### config.mk
export PLATFORM = sky130hd
export DESIGN_NAME = rtis_init_seq
export DESIGN_NICKNAME = d
export VERILOG_FILES = /design/src/design/rtis_pkg.sv /design/src/design/rtis_init_seq.sv /design/src/design/rtis_tick_div.sv /design/src/design/rtis_seq_rom.sv
export VERILOG_INCLUDE_DIRS = /design/src /design/src/design
export SDC_FILE = /design/constraint.sdc
export NUM_CORES = 1
export LEC_CHECK = 0
export BUFFER_PORTS_ARGS = -buffer_cell sky130_fd_sc_hd__buf_2
export CORE_ASPECT_RATIO = 1.1
export CORE_MARGIN = 2
export CORE_UTILIZATION = 55
export CTS_CLUSTER_DIAMETER = 100
export DETAILED_ROUTE_END_ITERATION = 8
export HOLD_SLACK_MARGIN = 0.02
export PLACE_DENSITY_LB_ADDON = 0.3
export SLEW_MARGIN = 15
export SYNTH_ARGS = -nofsm -noshare
export SYNTH_HDL_FRONTEND = slang
export SYNTH_SLANG_ARGS = --single-unit
### constraint.sdc
create_clock -name aclk -period 3.2 [get_ports aclk]
set_input_delay 0.48 -clock aclk [delete_from_list [all_inputs] [get_ports aclk]]
set_output_delay 0.48 -clock aclk [all_outputs]
set_load 0.03 [all_outputs]
### src/design/rtis_map.svh
// Purpose: Named constants for the retimer init sequencer
// Assumes: 20 MHz system clock, 32-bit AXI4-Lite register port
// Notes: Included by every design file that needs a number
`ifndef RTIS_MAP_SVH
`define RTIS_MAP_SVH

`define RTIS_CLK_KHZ 20000
`define RTIS_SCL_KHZ 400
// Quarter of an SCL period, rounded down so SCL never runs slower
`define RTIS_QTR_CYCLES (`RTIS_CLK_KHZ / (4 * `RTIS_SCL_KHZ))

`define RTIS_SEQ_LEN 38
`define RTIS_IDX_W 6
`define RTIS_LAST_IDX 6'h25
// Arbitrary target address; boards strap their own
`define RTIS_DEV_ADDR 7'h2c

`define RTIS_OFS_CTRL 4'h0
`define RTIS_OFS_STATUS 4'h4
`define RTIS_CTRL_START 0
`define RTIS_ST_BUSY 0
`define RTIS_ST_DONE 1
`define RTIS_ST_ERROR 2
`define RTIS_ST_IDX_LSB 8

`define RTIS_RESP_OKAY 2'h0
`define RTIS_RESP_SLVERR 2'h2

`endif

### src/design/rtis_pkg.sv
// Purpose: Types shared by the retimer init sequencer
// Assumes: Nothing beyond the map header
// Notes: States are one-hot
`default_nettype none
package rtis_pkg;

    typedef enum logic [7:0] {
        S_IDLE = 8'h01,
        S_FETCH = 8'h02,
        S_START = 8'h04,
        S_BIT = 8'h08,
        S_ACK = 8'h10,
        S_STOP = 8'h20,
        S_DONE = 8'h40,
        S_ERROR = 8'h80
    } rtis_state_t;

endpackage : rtis_pkg
`default_nettype wire

### src/design/rtis_init_seq.sv
// Purpose: I2C master that loads the retimer set-up list after reset
// Assumes: Open-drain SCL/SDA resolved outside; inputs synchronous to aclk
// Notes: AXI4-Lite gives restart control and progress/status readback
//
// Functional notes
// RULE1 - Start at power-up: page 0, crossover mode
// RULE2 - Write 0x7B to 0x0A blocking plug pass-through
// RULE3 - Write 0x80 to 0x0D, sideband clock enable
// RULE4 - Max swing 0x6D to 0x0C, then 0x00
// RULE5 - Write 0x11 to 0x10 for PRBS23 mode
// RULE6 - 0xF1 to 0x16, then select page 1
// RULE7 - PLL set-up, overrides 0xA1 and 0xA4
// RULE8 - Lane 0 clock source, fixed recovery setup
// RULE9 - Write 0xF0 to 0x10, outputs off
// RULE10 - 0x30 to 0x11, then 0x00 to 0x14
// RULE11 - Write 0x03 to 0x12 for slew/swing
// RULE12 - Pulse 0x13 with 0xFF then 0x00
// RULE13 - Receivers: 0xE0 to 0x30, 0x32/0x31 zero
// RULE14 - Equaliser 0x08 to 0x4D, fixed 0x01 0x4C
// RULE15 - Offset correction, pulse 0x32, load 0x33
// RULE16 - Page 0, re-enable pass-through, page 1
// RULE17 - Serial clock at 400 kHz or faster
// RULE18 - Loader does all set-up unaided
// RULE19 - One address+data write each, strictly ordered
// RULE20 - Done after last ack; error stop on NACK
//
// The register addresses and register access over AXI4-Lite are this design's own decisions.
`timescale 1ns/1ps
`default_nettype none
`include "rtis_map.svh"
module rtis_init_seq
    import rtis_pkg::*;
#(
    parameter int unsigned QTR_CYCLES = `RTIS_QTR_CYCLES,
    parameter logic [6:0] DEV_ADDR = `RTIS_DEV_ADDR
) (
    input wire logic aclk,
    input wire logic aresetn,
    input wire logic [3:0] s_axi_awaddr,
    input wire logic s_axi_awvalid,
    output logic s_axi_awready,
    input wire logic [31:0] s_axi_wdata,
    input wire logic [3:0] s_axi_wstrb,
    input wire logic s_axi_wvalid,
    output logic s_axi_wready,
    output logic [1:0] s_axi_bresp,
    output logic s_axi_bvalid,
    input wire logic s_axi_bready,
    input wire logic [3:0] s_axi_araddr,
    input wire logic s_axi_arvalid,
    output logic s_axi_arready,
    output logic [31:0] s_axi_rdata,
    output logic [1:0] s_axi_rresp,
    output logic s_axi_rvalid,
    input wire logic s_axi_rready,
    input wire logic scl_i,
    output logic scl_o,
    output logic scl_oe,
    input wire logic sda_i,
    output logic sda_o,
    output logic sda_oe,
    output logic init_busy,
    output logic init_done,
    output logic init_error
);

    rtis_state_t state;
    logic [1:0] phase;
    logic [2:0] bit_cnt;
    logic [1:0] byte_cnt;
    logic [7:0] shreg;
    logic [5:0] idx;
    logic nack;
    logic start_pend;
    logic tick;
    logic adv;
    logic [15:0] rom_q;
    logic aw_held;
    logic w_held;
    logic [3:0] aw_addr;
    logic [31:0] w_data;
    logic [3:0] w_strb;
    logic commit;
    logic sw_start;
    logic [7:0] next_byte;

    rtis_tick_div #(.DIV(QTR_CYCLES)) u_div ( // RULE17
        .aclk(aclk),
        .aresetn(aresetn),
        .tick(tick)
    );

    rtis_seq_rom u_rom (
        .aclk(aclk),
        .addr(idx),
        .q(rom_q)
    );

    // Open drain: only ever pull low
    assign scl_o = 1'b0;
    assign sda_o = 1'b0;

    // Released SCL held low by the retimer stretches the bit
    assign adv = tick && !(!scl_oe && !scl_i);

    always_comb begin
        if (byte_cnt == 2'h0) begin
            next_byte = rom_q[15:8];
        end else begin
            next_byte = rom_q[7:0];
        end
    end

    // Software restart; power-up start needs no software at all
    always_ff @(posedge aclk) begin
        if (!aresetn) begin
            start_pend <= 1'b1; // RULE1 RULE18
        end else if (sw_start) begin
            start_pend <= 1'b1;
        end else if (state == S_DONE || state == S_ERROR || state == S_IDLE) begin
            start_pend <= 1'b0;
        end
    end

    always_ff @(posedge aclk) begin
        if (!aresetn) begin
            state <= S_IDLE;
            phase <= 2'h0;
            bit_cnt <= 3'h0;
            byte_cnt <= 2'h0;
            shreg <= 8'h00;
            idx <= 6'h00;
            nack <= 1'b0;
            scl_oe <= 1'b0;
            sda_oe <= 1'b0;
        end else begin
            case (state)
                S_IDLE, S_DONE, S_ERROR: begin
                    if (start_pend) begin
                        state <= S_FETCH; // RULE18
                        idx <= 6'h00;
                        nack <= 1'b0;
                    end
                end
                S_FETCH: begin
                    // ROM word settles a cycle after idx; tick is later
                    if (adv) begin
                        shreg <= {DEV_ADDR, 1'b0}; // RULE19
                        byte_cnt <= 2'h0;
                        bit_cnt <= 3'h0;
                        phase <= 2'h0;
                        state <= S_START;
                    end
                end
                S_START: begin
                    if (adv) begin
                        phase <= phase + 2'h1;
                        if (phase == 2'h0) begin
                            sda_oe <= 1'b1;
                        end else if (phase == 2'h1) begin
                            scl_oe <= 1'b1;
                            phase <= 2'h0;
                            state <= S_BIT;
                        end
                    end
                end
                S_BIT: begin
                    if (adv) begin
                        phase <= phase + 2'h1;
                        if (phase == 2'h0) begin
                            sda_oe <= !shreg[7];
                        end else if (phase == 2'h1) begin
                            scl_oe <= 1'b0;
                        end else if (phase == 2'h3) begin
                            scl_oe <= 1'b1;
                            shreg <= {shreg[6:0], 1'b0};
                            bit_cnt <= bit_cnt + 3'h1;
                            if (bit_cnt == 3'h7) begin
                                state <= S_ACK;
                            end
                        end
                    end
                end
                S_ACK: begin
                    if (adv) begin
                        phase <= phase + 2'h1;
                        if (phase == 2'h0) begin
                            sda_oe <= 1'b0;
                        end else if (phase == 2'h1) begin
                            scl_oe <= 1'b0;
                        end else if (phase == 2'h2) begin
                            nack <= sda_i; // RULE20
                        end else begin
                            scl_oe <= 1'b1;
                            if (nack || byte_cnt == 2'h2) begin
                                state <= S_STOP; // RULE19 RULE20
                            end else begin
                                shreg <= next_byte; // RULE19
                                byte_cnt <= byte_cnt + 2'h1;
                                state <= S_BIT;
                            end
                        end
                    end
                end
                S_STOP: begin
                    if (adv) begin
                        phase <= phase + 2'h1;
                        if (phase == 2'h0) begin
                            sda_oe <= 1'b1;
                        end else if (phase == 2'h1) begin
                            scl_oe <= 1'b0;
                        end else if (phase == 2'h2) begin
                            sda_oe <= 1'b0;
                        end else if (nack) begin
                            state <= S_ERROR; // RULE20
                        end else if (idx == `RTIS_LAST_IDX) begin
                            state <= S_DONE; // RULE20
                        end else begin
                            idx <= idx + 6'h01; // RULE19
                            state <= S_FETCH;
                        end
                    end
                end
                default: begin
                    state <= S_IDLE;
                end
            endcase
        end
    end

    assign init_busy = !(state == S_IDLE || state == S_DONE || state == S_ERROR);
    assign init_done = (state == S_DONE); // RULE20
    assign init_error = (state == S_ERROR); // RULE20

    // AXI4-Lite write side: address and data taken in either order
    assign s_axi_awready = !aw_held && !s_axi_bvalid;
    assign s_axi_wready = !w_held && !s_axi_bvalid;
    assign commit = aw_held && w_held && !s_axi_bvalid;
    assign sw_start = commit && aw_addr == `RTIS_OFS_CTRL && w_strb[0]
        && w_data[`RTIS_CTRL_START] && !init_busy;

    always_ff @(posedge aclk) begin
        if (!aresetn) begin
            aw_held <= 1'b0;
            aw_addr <= 4'h0;
        end else if (s_axi_awvalid && s_axi_awready) begin
            aw_held <= 1'b1;
            aw_addr <= s_axi_awaddr;
        end else if (commit) begin
            aw_held <= 1'b0;
        end
    end

    always_ff @(posedge aclk) begin
        if (!aresetn) begin
            w_held <= 1'b0;
            w_data <= 32'h0000_0000;
            w_strb <= 4'h0;
        end else if (s_axi_wvalid && s_axi_wready) begin
            w_held <= 1'b1;
            w_data <= s_axi_wdata;
            w_strb <= s_axi_wstrb;
        end else if (commit) begin
            w_held <= 1'b0;
        end
    end

    always_ff @(posedge aclk) begin
        if (!aresetn) begin
            s_axi_bvalid <= 1'b0;
            s_axi_bresp <= `RTIS_RESP_OKAY;
        end else if (commit) begin
            s_axi_bvalid <= 1'b1;
            if (aw_addr == `RTIS_OFS_CTRL || aw_addr == `RTIS_OFS_STATUS) begin
                s_axi_bresp <= `RTIS_RESP_OKAY;
            end else begin
                s_axi_bresp <= `RTIS_RESP_SLVERR;
            end
        end else if (s_axi_bready) begin
            s_axi_bvalid <= 1'b0;
        end
    end

    // Read side: one read at a time, answer a cycle after the address
    assign s_axi_arready = !s_axi_rvalid;

    always_ff @(posedge aclk) begin
        if (!aresetn) begin
            s_axi_rvalid <= 1'b0;
            s_axi_rdata <= 32'h0000_0000;
            s_axi_rresp <= `RTIS_RESP_OKAY;
        end else if (s_axi_arvalid && s_axi_arready) begin
            s_axi_rvalid <= 1'b1;
            s_axi_rdata <= 32'h0000_0000;
            s_axi_rresp <= `RTIS_RESP_OKAY;
            if (s_axi_araddr == `RTIS_OFS_CTRL) begin
                s_axi_rdata[`RTIS_CTRL_START] <= start_pend;
            end else if (s_axi_araddr == `RTIS_OFS_STATUS) begin
                s_axi_rdata[`RTIS_ST_BUSY] <= init_busy;
                s_axi_rdata[`RTIS_ST_DONE] <= init_done;
                s_axi_rdata[`RTIS_ST_ERROR] <= init_error;
                s_axi_rdata[`RTIS_ST_IDX_LSB +: `RTIS_IDX_W] <= idx;
            end else begin
                s_axi_rresp <= `RTIS_RESP_SLVERR;
            end
        end else if (s_axi_rready) begin
            s_axi_rvalid <= 1'b0;
        end
    end
endmodule : rtis_init_seq
`default_nettype wire

### src/design/rtis_tick_div.sv
// Purpose: Divides the system clock into a one-cycle enable pulse
// Assumes: DIV of at least 2
// Notes: Free running from reset release
`timescale 1ns/1ps
`default_nettype none
module rtis_tick_div #(
    parameter int unsigned DIV = 12
) (
    input wire logic aclk,
    input wire logic aresetn,
    output logic tick
);

    logic [7:0] count;

    always_ff @(posedge aclk) begin
        if (!aresetn) begin
            count <= 8'h00;
            tick <= 1'b0;
        end else if (count == 8'(DIV - 1)) begin
            count <= 8'h00;
            tick <= 1'b1;
        end else begin
            count <= count + 8'h01;
            tick <= 1'b0;
        end
    end

endmodule : rtis_tick_div
`default_nettype wire

### src/design/rtis_seq_rom.sv
// Purpose: Ordered list of retimer writes, register address then data
// Assumes: Address held stable while the word is in use
// Notes: Read data comes out of a register one cycle after the address
`timescale 1ns/1ps
`default_nettype none
module rtis_seq_rom (
    input wire logic aclk,
    input wire logic [5:0] addr,
    output logic [15:0] q
);

    always_ff @(posedge aclk) begin
        case (addr)
            6'h00: q <= 16'hff00; // RULE1
            6'h01: q <= 16'h0936; // RULE1
            6'h02: q <= 16'h0a7b; // RULE2
            6'h03: q <= 16'h0d80; // RULE3
            6'h04: q <= 16'h0c6d; // RULE4
            6'h05: q <= 16'h0c00; // RULE4
            6'h06: q <= 16'h1011; // RULE5
            6'h07: q <= 16'h16f1; // RULE6
            6'h08: q <= 16'hff01; // RULE6
            6'h09: q <= 16'h0002; // RULE7
            6'h0a: q <= 16'h0480; // RULE7
            6'h0b: q <= 16'h0500; // RULE7
            6'h0c: q <= 16'h0800; // RULE7
            6'h0d: q <= 16'h0d02; // RULE8
            6'h0e: q <= 16'h0e03; // RULE8
            6'h0f: q <= 16'h0101; // RULE7
            6'h10: q <= 16'h023f; // RULE7
            6'h11: q <= 16'h0b33; // RULE7
            6'h12: q <= 16'ha102; // RULE7
            6'h13: q <= 16'ha402; // RULE7
            6'h14: q <= 16'h10f0; // RULE9
            6'h15: q <= 16'h1130; // RULE10
            6'h16: q <= 16'h1400; // RULE10
            6'h17: q <= 16'h1203; // RULE11
            6'h18: q <= 16'h13ff; // RULE12
            6'h19: q <= 16'h1300; // RULE12
            6'h1a: q <= 16'h30e0; // RULE13
            6'h1b: q <= 16'h3200; // RULE13
            6'h1c: q <= 16'h3100; // RULE13
            6'h1d: q <= 16'h4d08; // RULE14
            6'h1e: q <= 16'h4c01; // RULE14
            6'h1f: q <= 16'h3401; // RULE15
            6'h20: q <= 16'h32f0; // RULE15
            6'h21: q <= 16'h3200; // RULE15
            6'h22: q <= 16'h33f0; // RULE15
            6'h23: q <= 16'hff00; // RULE16
            6'h24: q <= 16'h0a3b; // RULE16
            default: q <= 16'hff01; // RULE16
        endcase
    end

endmodule : rtis_seq_rom
`default_nettype wire

Word level (Yosys, flattened, before mapping)
Memory sizes are Yosys's and may differ from the RTL's. A register that Yosys moved wholly into a read port is not among the register bits.
Cells that the tools add are included.
{ "totals": {"ff_bits": 65, "latchBits": 0, "ramBits": 0, "mem_bits_ro": 1024, "elab_cells": 241, "n_memories": 1} }
{ "mem_list": {"columns": ["name", "depth", "word_bits", "rd", "rd_clocked_by_memory_dff", "write_ports", "line_no", "rtl"], "rows": [
  ["(no name shown)", 64, 16, 1, 1, 0, "rtis_seq_rom.sv:13", "case (addr)"]
]} }
{ "op_classes": {"addsub": 5, "n_mul": 0, "div_mod_pow": 0, "magnitude_cmp": 0, "n_eq_ne": 48, "shift": 0, "n_mux": 108, "n_bitwise": 1, "reduce_logical": 56} }
{ "op_table": {"columns": ["op", "count"], "rows": [
  ["two-way mux 8 bit", 30],
  ["two-way mux 6 bit", 10],
  ["inequality test 2 bit, second input constant", 26],
  ["one-hot mux 8 bit (6 select lines)", 1],
  ["two-way mux 1 bit", 38],
  ["two-way mux 2 bit", 14],
  ["one-hot mux 8 bit (3 select lines)", 1],
  ["two-way mux 3 bit", 6],
  ["AND reduction 18 bit", 1],
  ["== test 8 x 4 -> 1 bit, second input constant", 2],
  ["nonzero test 2 bit", 8],
  ["logical AND 1 bit", 13],
  ["AND reduction 13 bit", 1],
  ["inequality test 3 bit, second input constant", 4],
  ["one-hot mux 6 bit (2 select lines)", 1],
  ["AND reduction 6 bit", 2],
  ["AND reduction 11 bit", 1],
  ["AND reduction 10 bit", 1],
  ["logical NOT 1 bit", 9],
  ["adder 8 x 1 -> 8 bit, second input constant", 1],
  ["== test 4 x 3 -> 1 bit, second input constant", 2],
  ["== test 8 x 1 -> 1 bit, second input constant", 1],
  ["== test 8 x 2 -> 1 bit, second input constant", 1],
  ["== test 8 x 3 -> 1 bit, second input constant", 1],
  ["29 further kinds", 43]
]} }

Depth between registers and ports, before layout
{ "depth": {"ltp_word": 8, "mapped_depth": 8} }

By module
A second synthesis with hierarchy kept.
{ "unflattened": {"hier_cells": 581, "area_unflattened_um2": 5032.3} }
{ "modules_own_cells": {"columns": ["module", "instances", "cells_each", "area_per_inst_um2", "seq_area_each_um2"], "rows": [
  ["rtis_init_seq", 1, 382, 3382.0, 1081.0],
  ["rtis_seq_rom", 1, 157, 1256.2, 320.3],
  ["rtis_tick_div", 1, 42, 394.1, 180.2]
]} }

Worst setup path before layout
No wires, ideal clock.
{ "synth_timing": {"path_type": "reg2out", "startpoint": "register state[3]", "endpoint": "output init_done", "arrival_time_ns": 2.142, "setup_slack_ns": 0.578, "path_stages_with_launch": 4, "n_path_buf": 0, "path_cell_list": "dfxtp_1 -> or4_1 -> nor2_1 -> nor4b_1"} }
{ "synth_between": {"elab_chain_cells": 1} }
{ "synth_rtl": {"columns": ["element", "line_no", "rtl"], "rows": [
  ["start, declared", "rtis_init_seq.sv:67", "rtis_state_t state;"],
  ["start signal, assigned", "rtis_init_seq.sv:127", "state <= S_IDLE;"],
  ["start signal, assigned", "rtis_init_seq.sv:140", "state <= S_FETCH;"],
  ["start signal, assigned", "rtis_init_seq.sv:152", "state <= S_START;"],
  ["== test 8 x 7 -> 1 bit", "rtis_init_seq.sv:232", "assign init_done = (state == S_DONE);"],
  ["end, declared", "rtis_init_seq.sv:63", "output logic init_done,"]
]} }
Every way passes these cells.

Worst setup path in the final report
{ "layout_timing": {"startpoint": "register state[2]", "endpoint": "output init_done"} }
The elaborated chain is that of the path after synthesis.

==> results.py <==
metrics = {
    "clock_tree": {
        "cts_hold_buf": 0,
        "h-tree-depth": 3,
        "cts_resized": 0,
        "cts_tree": "built",
        "clockBufferDepth": 2,
        "clkSlewWorstSetupHoldPaths_ns": 0.09,
        "cts-root-buf": "clkbuf_8",
        "clock_sinks": 79,
        "cts_inserted_buffers": 9,
        "clk_latency_ns": 0.37,
        "post-cts-setup-buffers": 0,
    },
    "worst_setup_path": {
        "cp_max_fo": 14,
        "endpoint_kind": "primary output",
        "cp_top_family": "simple AND/OR/NAND/NOR gates",
        "critPathRequiredTime_ns": 2.72,
        "start_kind": "register",
        "critical_path_class": "register to primary output",
        "critPathSlowestCell": "or4_1",
        "crit_path_max_incr_delay_ns": 0.68,
        "crit_chain": "or4_1 -> nor2_1 -> nor4b_1 -> buf_2",
        "arrival_ns": 2.39,
        "worst-path-buf-inv": 1,
    },
    "floorplan": {
        "start_util_pct": 56.7,
        "die_y_um": 102,
        "num_rows": 35,
        "die-area_um2": 9430,
        "die_x_um": 92.8,
        "io_pins": 101,
        "design.core.area_um2": 8410,
    },
    "pwr": {
        "max-vdd-ir-drop_mv": 0.309,
        "p_leak_nw": 2.04,
        "pwr_density_cell_nw_per_um2": 541,
        "total_power_mw": 2.74,
    },
    "run": {
        "maxCapViolCount": 0,
    },
    "run_status": {
        "status": "completed",
    },
    "synth": {
        "synth_commonest_cells": "dfxtp_1 (79), nor2_1 (55), nand2_1 (45), o21ai_0 (38), a21oi_1 (37)",
        "netlist_area_um2": 4770,
        "synth_seq_cells": 79,
        "synth_top_area_share_pct": 33.2,
        "ys_seq_area_share_pct": 33.2,
        "syn-instance-count": 578,
        "synth-edff-count": 0,
        "synth_top_cells_by_area": "dfxtp_1 (33%), ha_1 (5.5%), nor2_1 (4.3%)",
        "yosysTopAreaCell": "dfxtp_1",
        "synth-main-ff-cell": "dfxtp_1",
        "ys_warn_count": 0,
        "async_flop_share_pct": 0,
        "synth_most_common_cell": "dfxtp_1",
        "avgSynthCellArea_um2": 8.25,
        "synthDistinctLibCells": 74,
    },
    "timing": {
        "max-slew-margin-rel_pct": 41.4,
        "rsz0062_at_grt": "no",
        "setup_viol": 0,
        "clock_skew_ns": 0.0140,
        "finalWorstSetupSlack_ns": 0.330,
        "min_period_ns": 2.87,
        "period_share_pct": 89.7,
        "hold_viol": 0,
        "fin_setup_tns_ns": 0,
        "hold_slack_ns": 0.295,
        "tightest_slew_ns": 0.878,
        "maxSlewViolCount": 0,
        "max_freq_mhz": 348,
    },
    "drt": {
        "post_drt_wl_per_cell_um": 15.3,
        "drtIter0Drc": 306,
        "ant_nets": 0,
        "vias": 4253,
        "wirelength_um": 10900,
        "vias_per_cell": 5.96,
        "drcViolationCount": 0,
        "first_pass_iters": 5,
    },
    "finish": {
        "instances_no_fill": 714,
        "final_core_util_pct": 60.4,
        "nFillCells": 765,
        "area_delta_synth_final_pct": 6.48,
        "multi_input_area_um2": 2850,
        "register_area_um2": 1580,
        "nNetsFinal": 672,
        "antennaDiodeCount": 0,
        "finalInstanceArea_um2": 5080,
        "drive_gt1_share_pct": 13.3,
    },
    "global_route": {
        "grt_pass1_wl_um": 18300,
        "grt_start_max_net_pins": 38,
        "first_global_vias": 3948,
        "grtUsageTotal_pct": 23.7,
        "antenna_found_initial": 0,
        "grt-ovfl-total": 0,
    },
    "placement": {
        "place_area_um2": 4890,
        "io_buffers": 39,
        "gp_congestion": 0.928,
        "pre_cts_ws_ns": 0.719,
        "place_inst": 698,
        "hpwl_um": 7800,
    },
    "worst_hold_path": {
        "holdCritPathClass": "input pin to register",
    },
}
==> sequential cells by signal, summed over array words and instances (netlist names), 2 cells and up <==
signal       count
byte_cnt         2
phase            2
u_rom.q         16
bit_cnt          3
state            8
shreg            8
idx              6
aw_addr          4
s_axi_rdata      9
u_div.count      8
==> worst register-to-register path, cell delays in order (launching register included) <==
cell and delay [ns]:
dfxtp_1 0.62, or3b_2 0.56, nor4_1 0.58, o311ai_1 0.32, o21ai_0 0.23, a21oi_1 0.08
==> per-layer routing <==
layer  routed length, um  vias up  GRT usage, %
met5                   0        -             0
met4                 246        0          9.39
met3                 718       23          5.43
met2                5290      158          39.9
met1                4670     1997          29.6
li1                    -     2075             -
==> logic make-up (layout without fill, tap and decap cells) <==
logic type	Yosys count	in the layout	share of synthesized area [%]
adders and majority gates	21	21	5.51
buffers and inverters	82	81	9.13
muxes	23	23	5.43
xor gates and xnor gates	10	10	1.84
AOI/OAI and AO/OA	156	156	21.9
other	1	27	0.0787
DFF	79	79	33.2
and+or+nand+nor	206	206	23.0
==> cell type report <==
cell class	instances	share of cell area, %
Inverter	18	1.33
Multi-Input combinational cell	443	56.1
Clock buffer	9	2.44
Timing Repair Buffer	47	5.03
Tap cell	111	2.74
Sequential cell	79	31.2
Clock inverter	7	1.21
==> report_power, final <==
| group | switching, mW | internal, mW |
|---|---|---|
| registers | 0.0976 | 1.06 |
| logic | 0.576 | 0.305 |
| clock network | 0.409 | 0.298 |
| total | 1.08 | 1.66 |
==> cell usage in the layout (no fill, tap or decap), types with 11 or more instances in the layout <==
cell type / count
a21oi_1: 37
buf_2: 39
conb_1: 27
dfxtp_1: 79
ha_1: 21
inv_1: 17
mux2i_1: 18
nand2_1: 45
nand2b_1: 11
nand3_1: 23
nor2_1: 55
o21ai_0: 38
==> worst paths after layout <==
kind             startpoint  slack [ns]             end  cells past startpoint
max                state[2]        0.33       init_done                      4
min            s_axi_rready        0.29    s_axi_rvalid                      2
max reg2reg        state[3]        0.66        shreg[7]                      5
min reg2reg  s_axi_rdata[0]        0.46  s_axi_rdata[0]                      2
No activity file was read; power rests on OpenSTA's default activity.
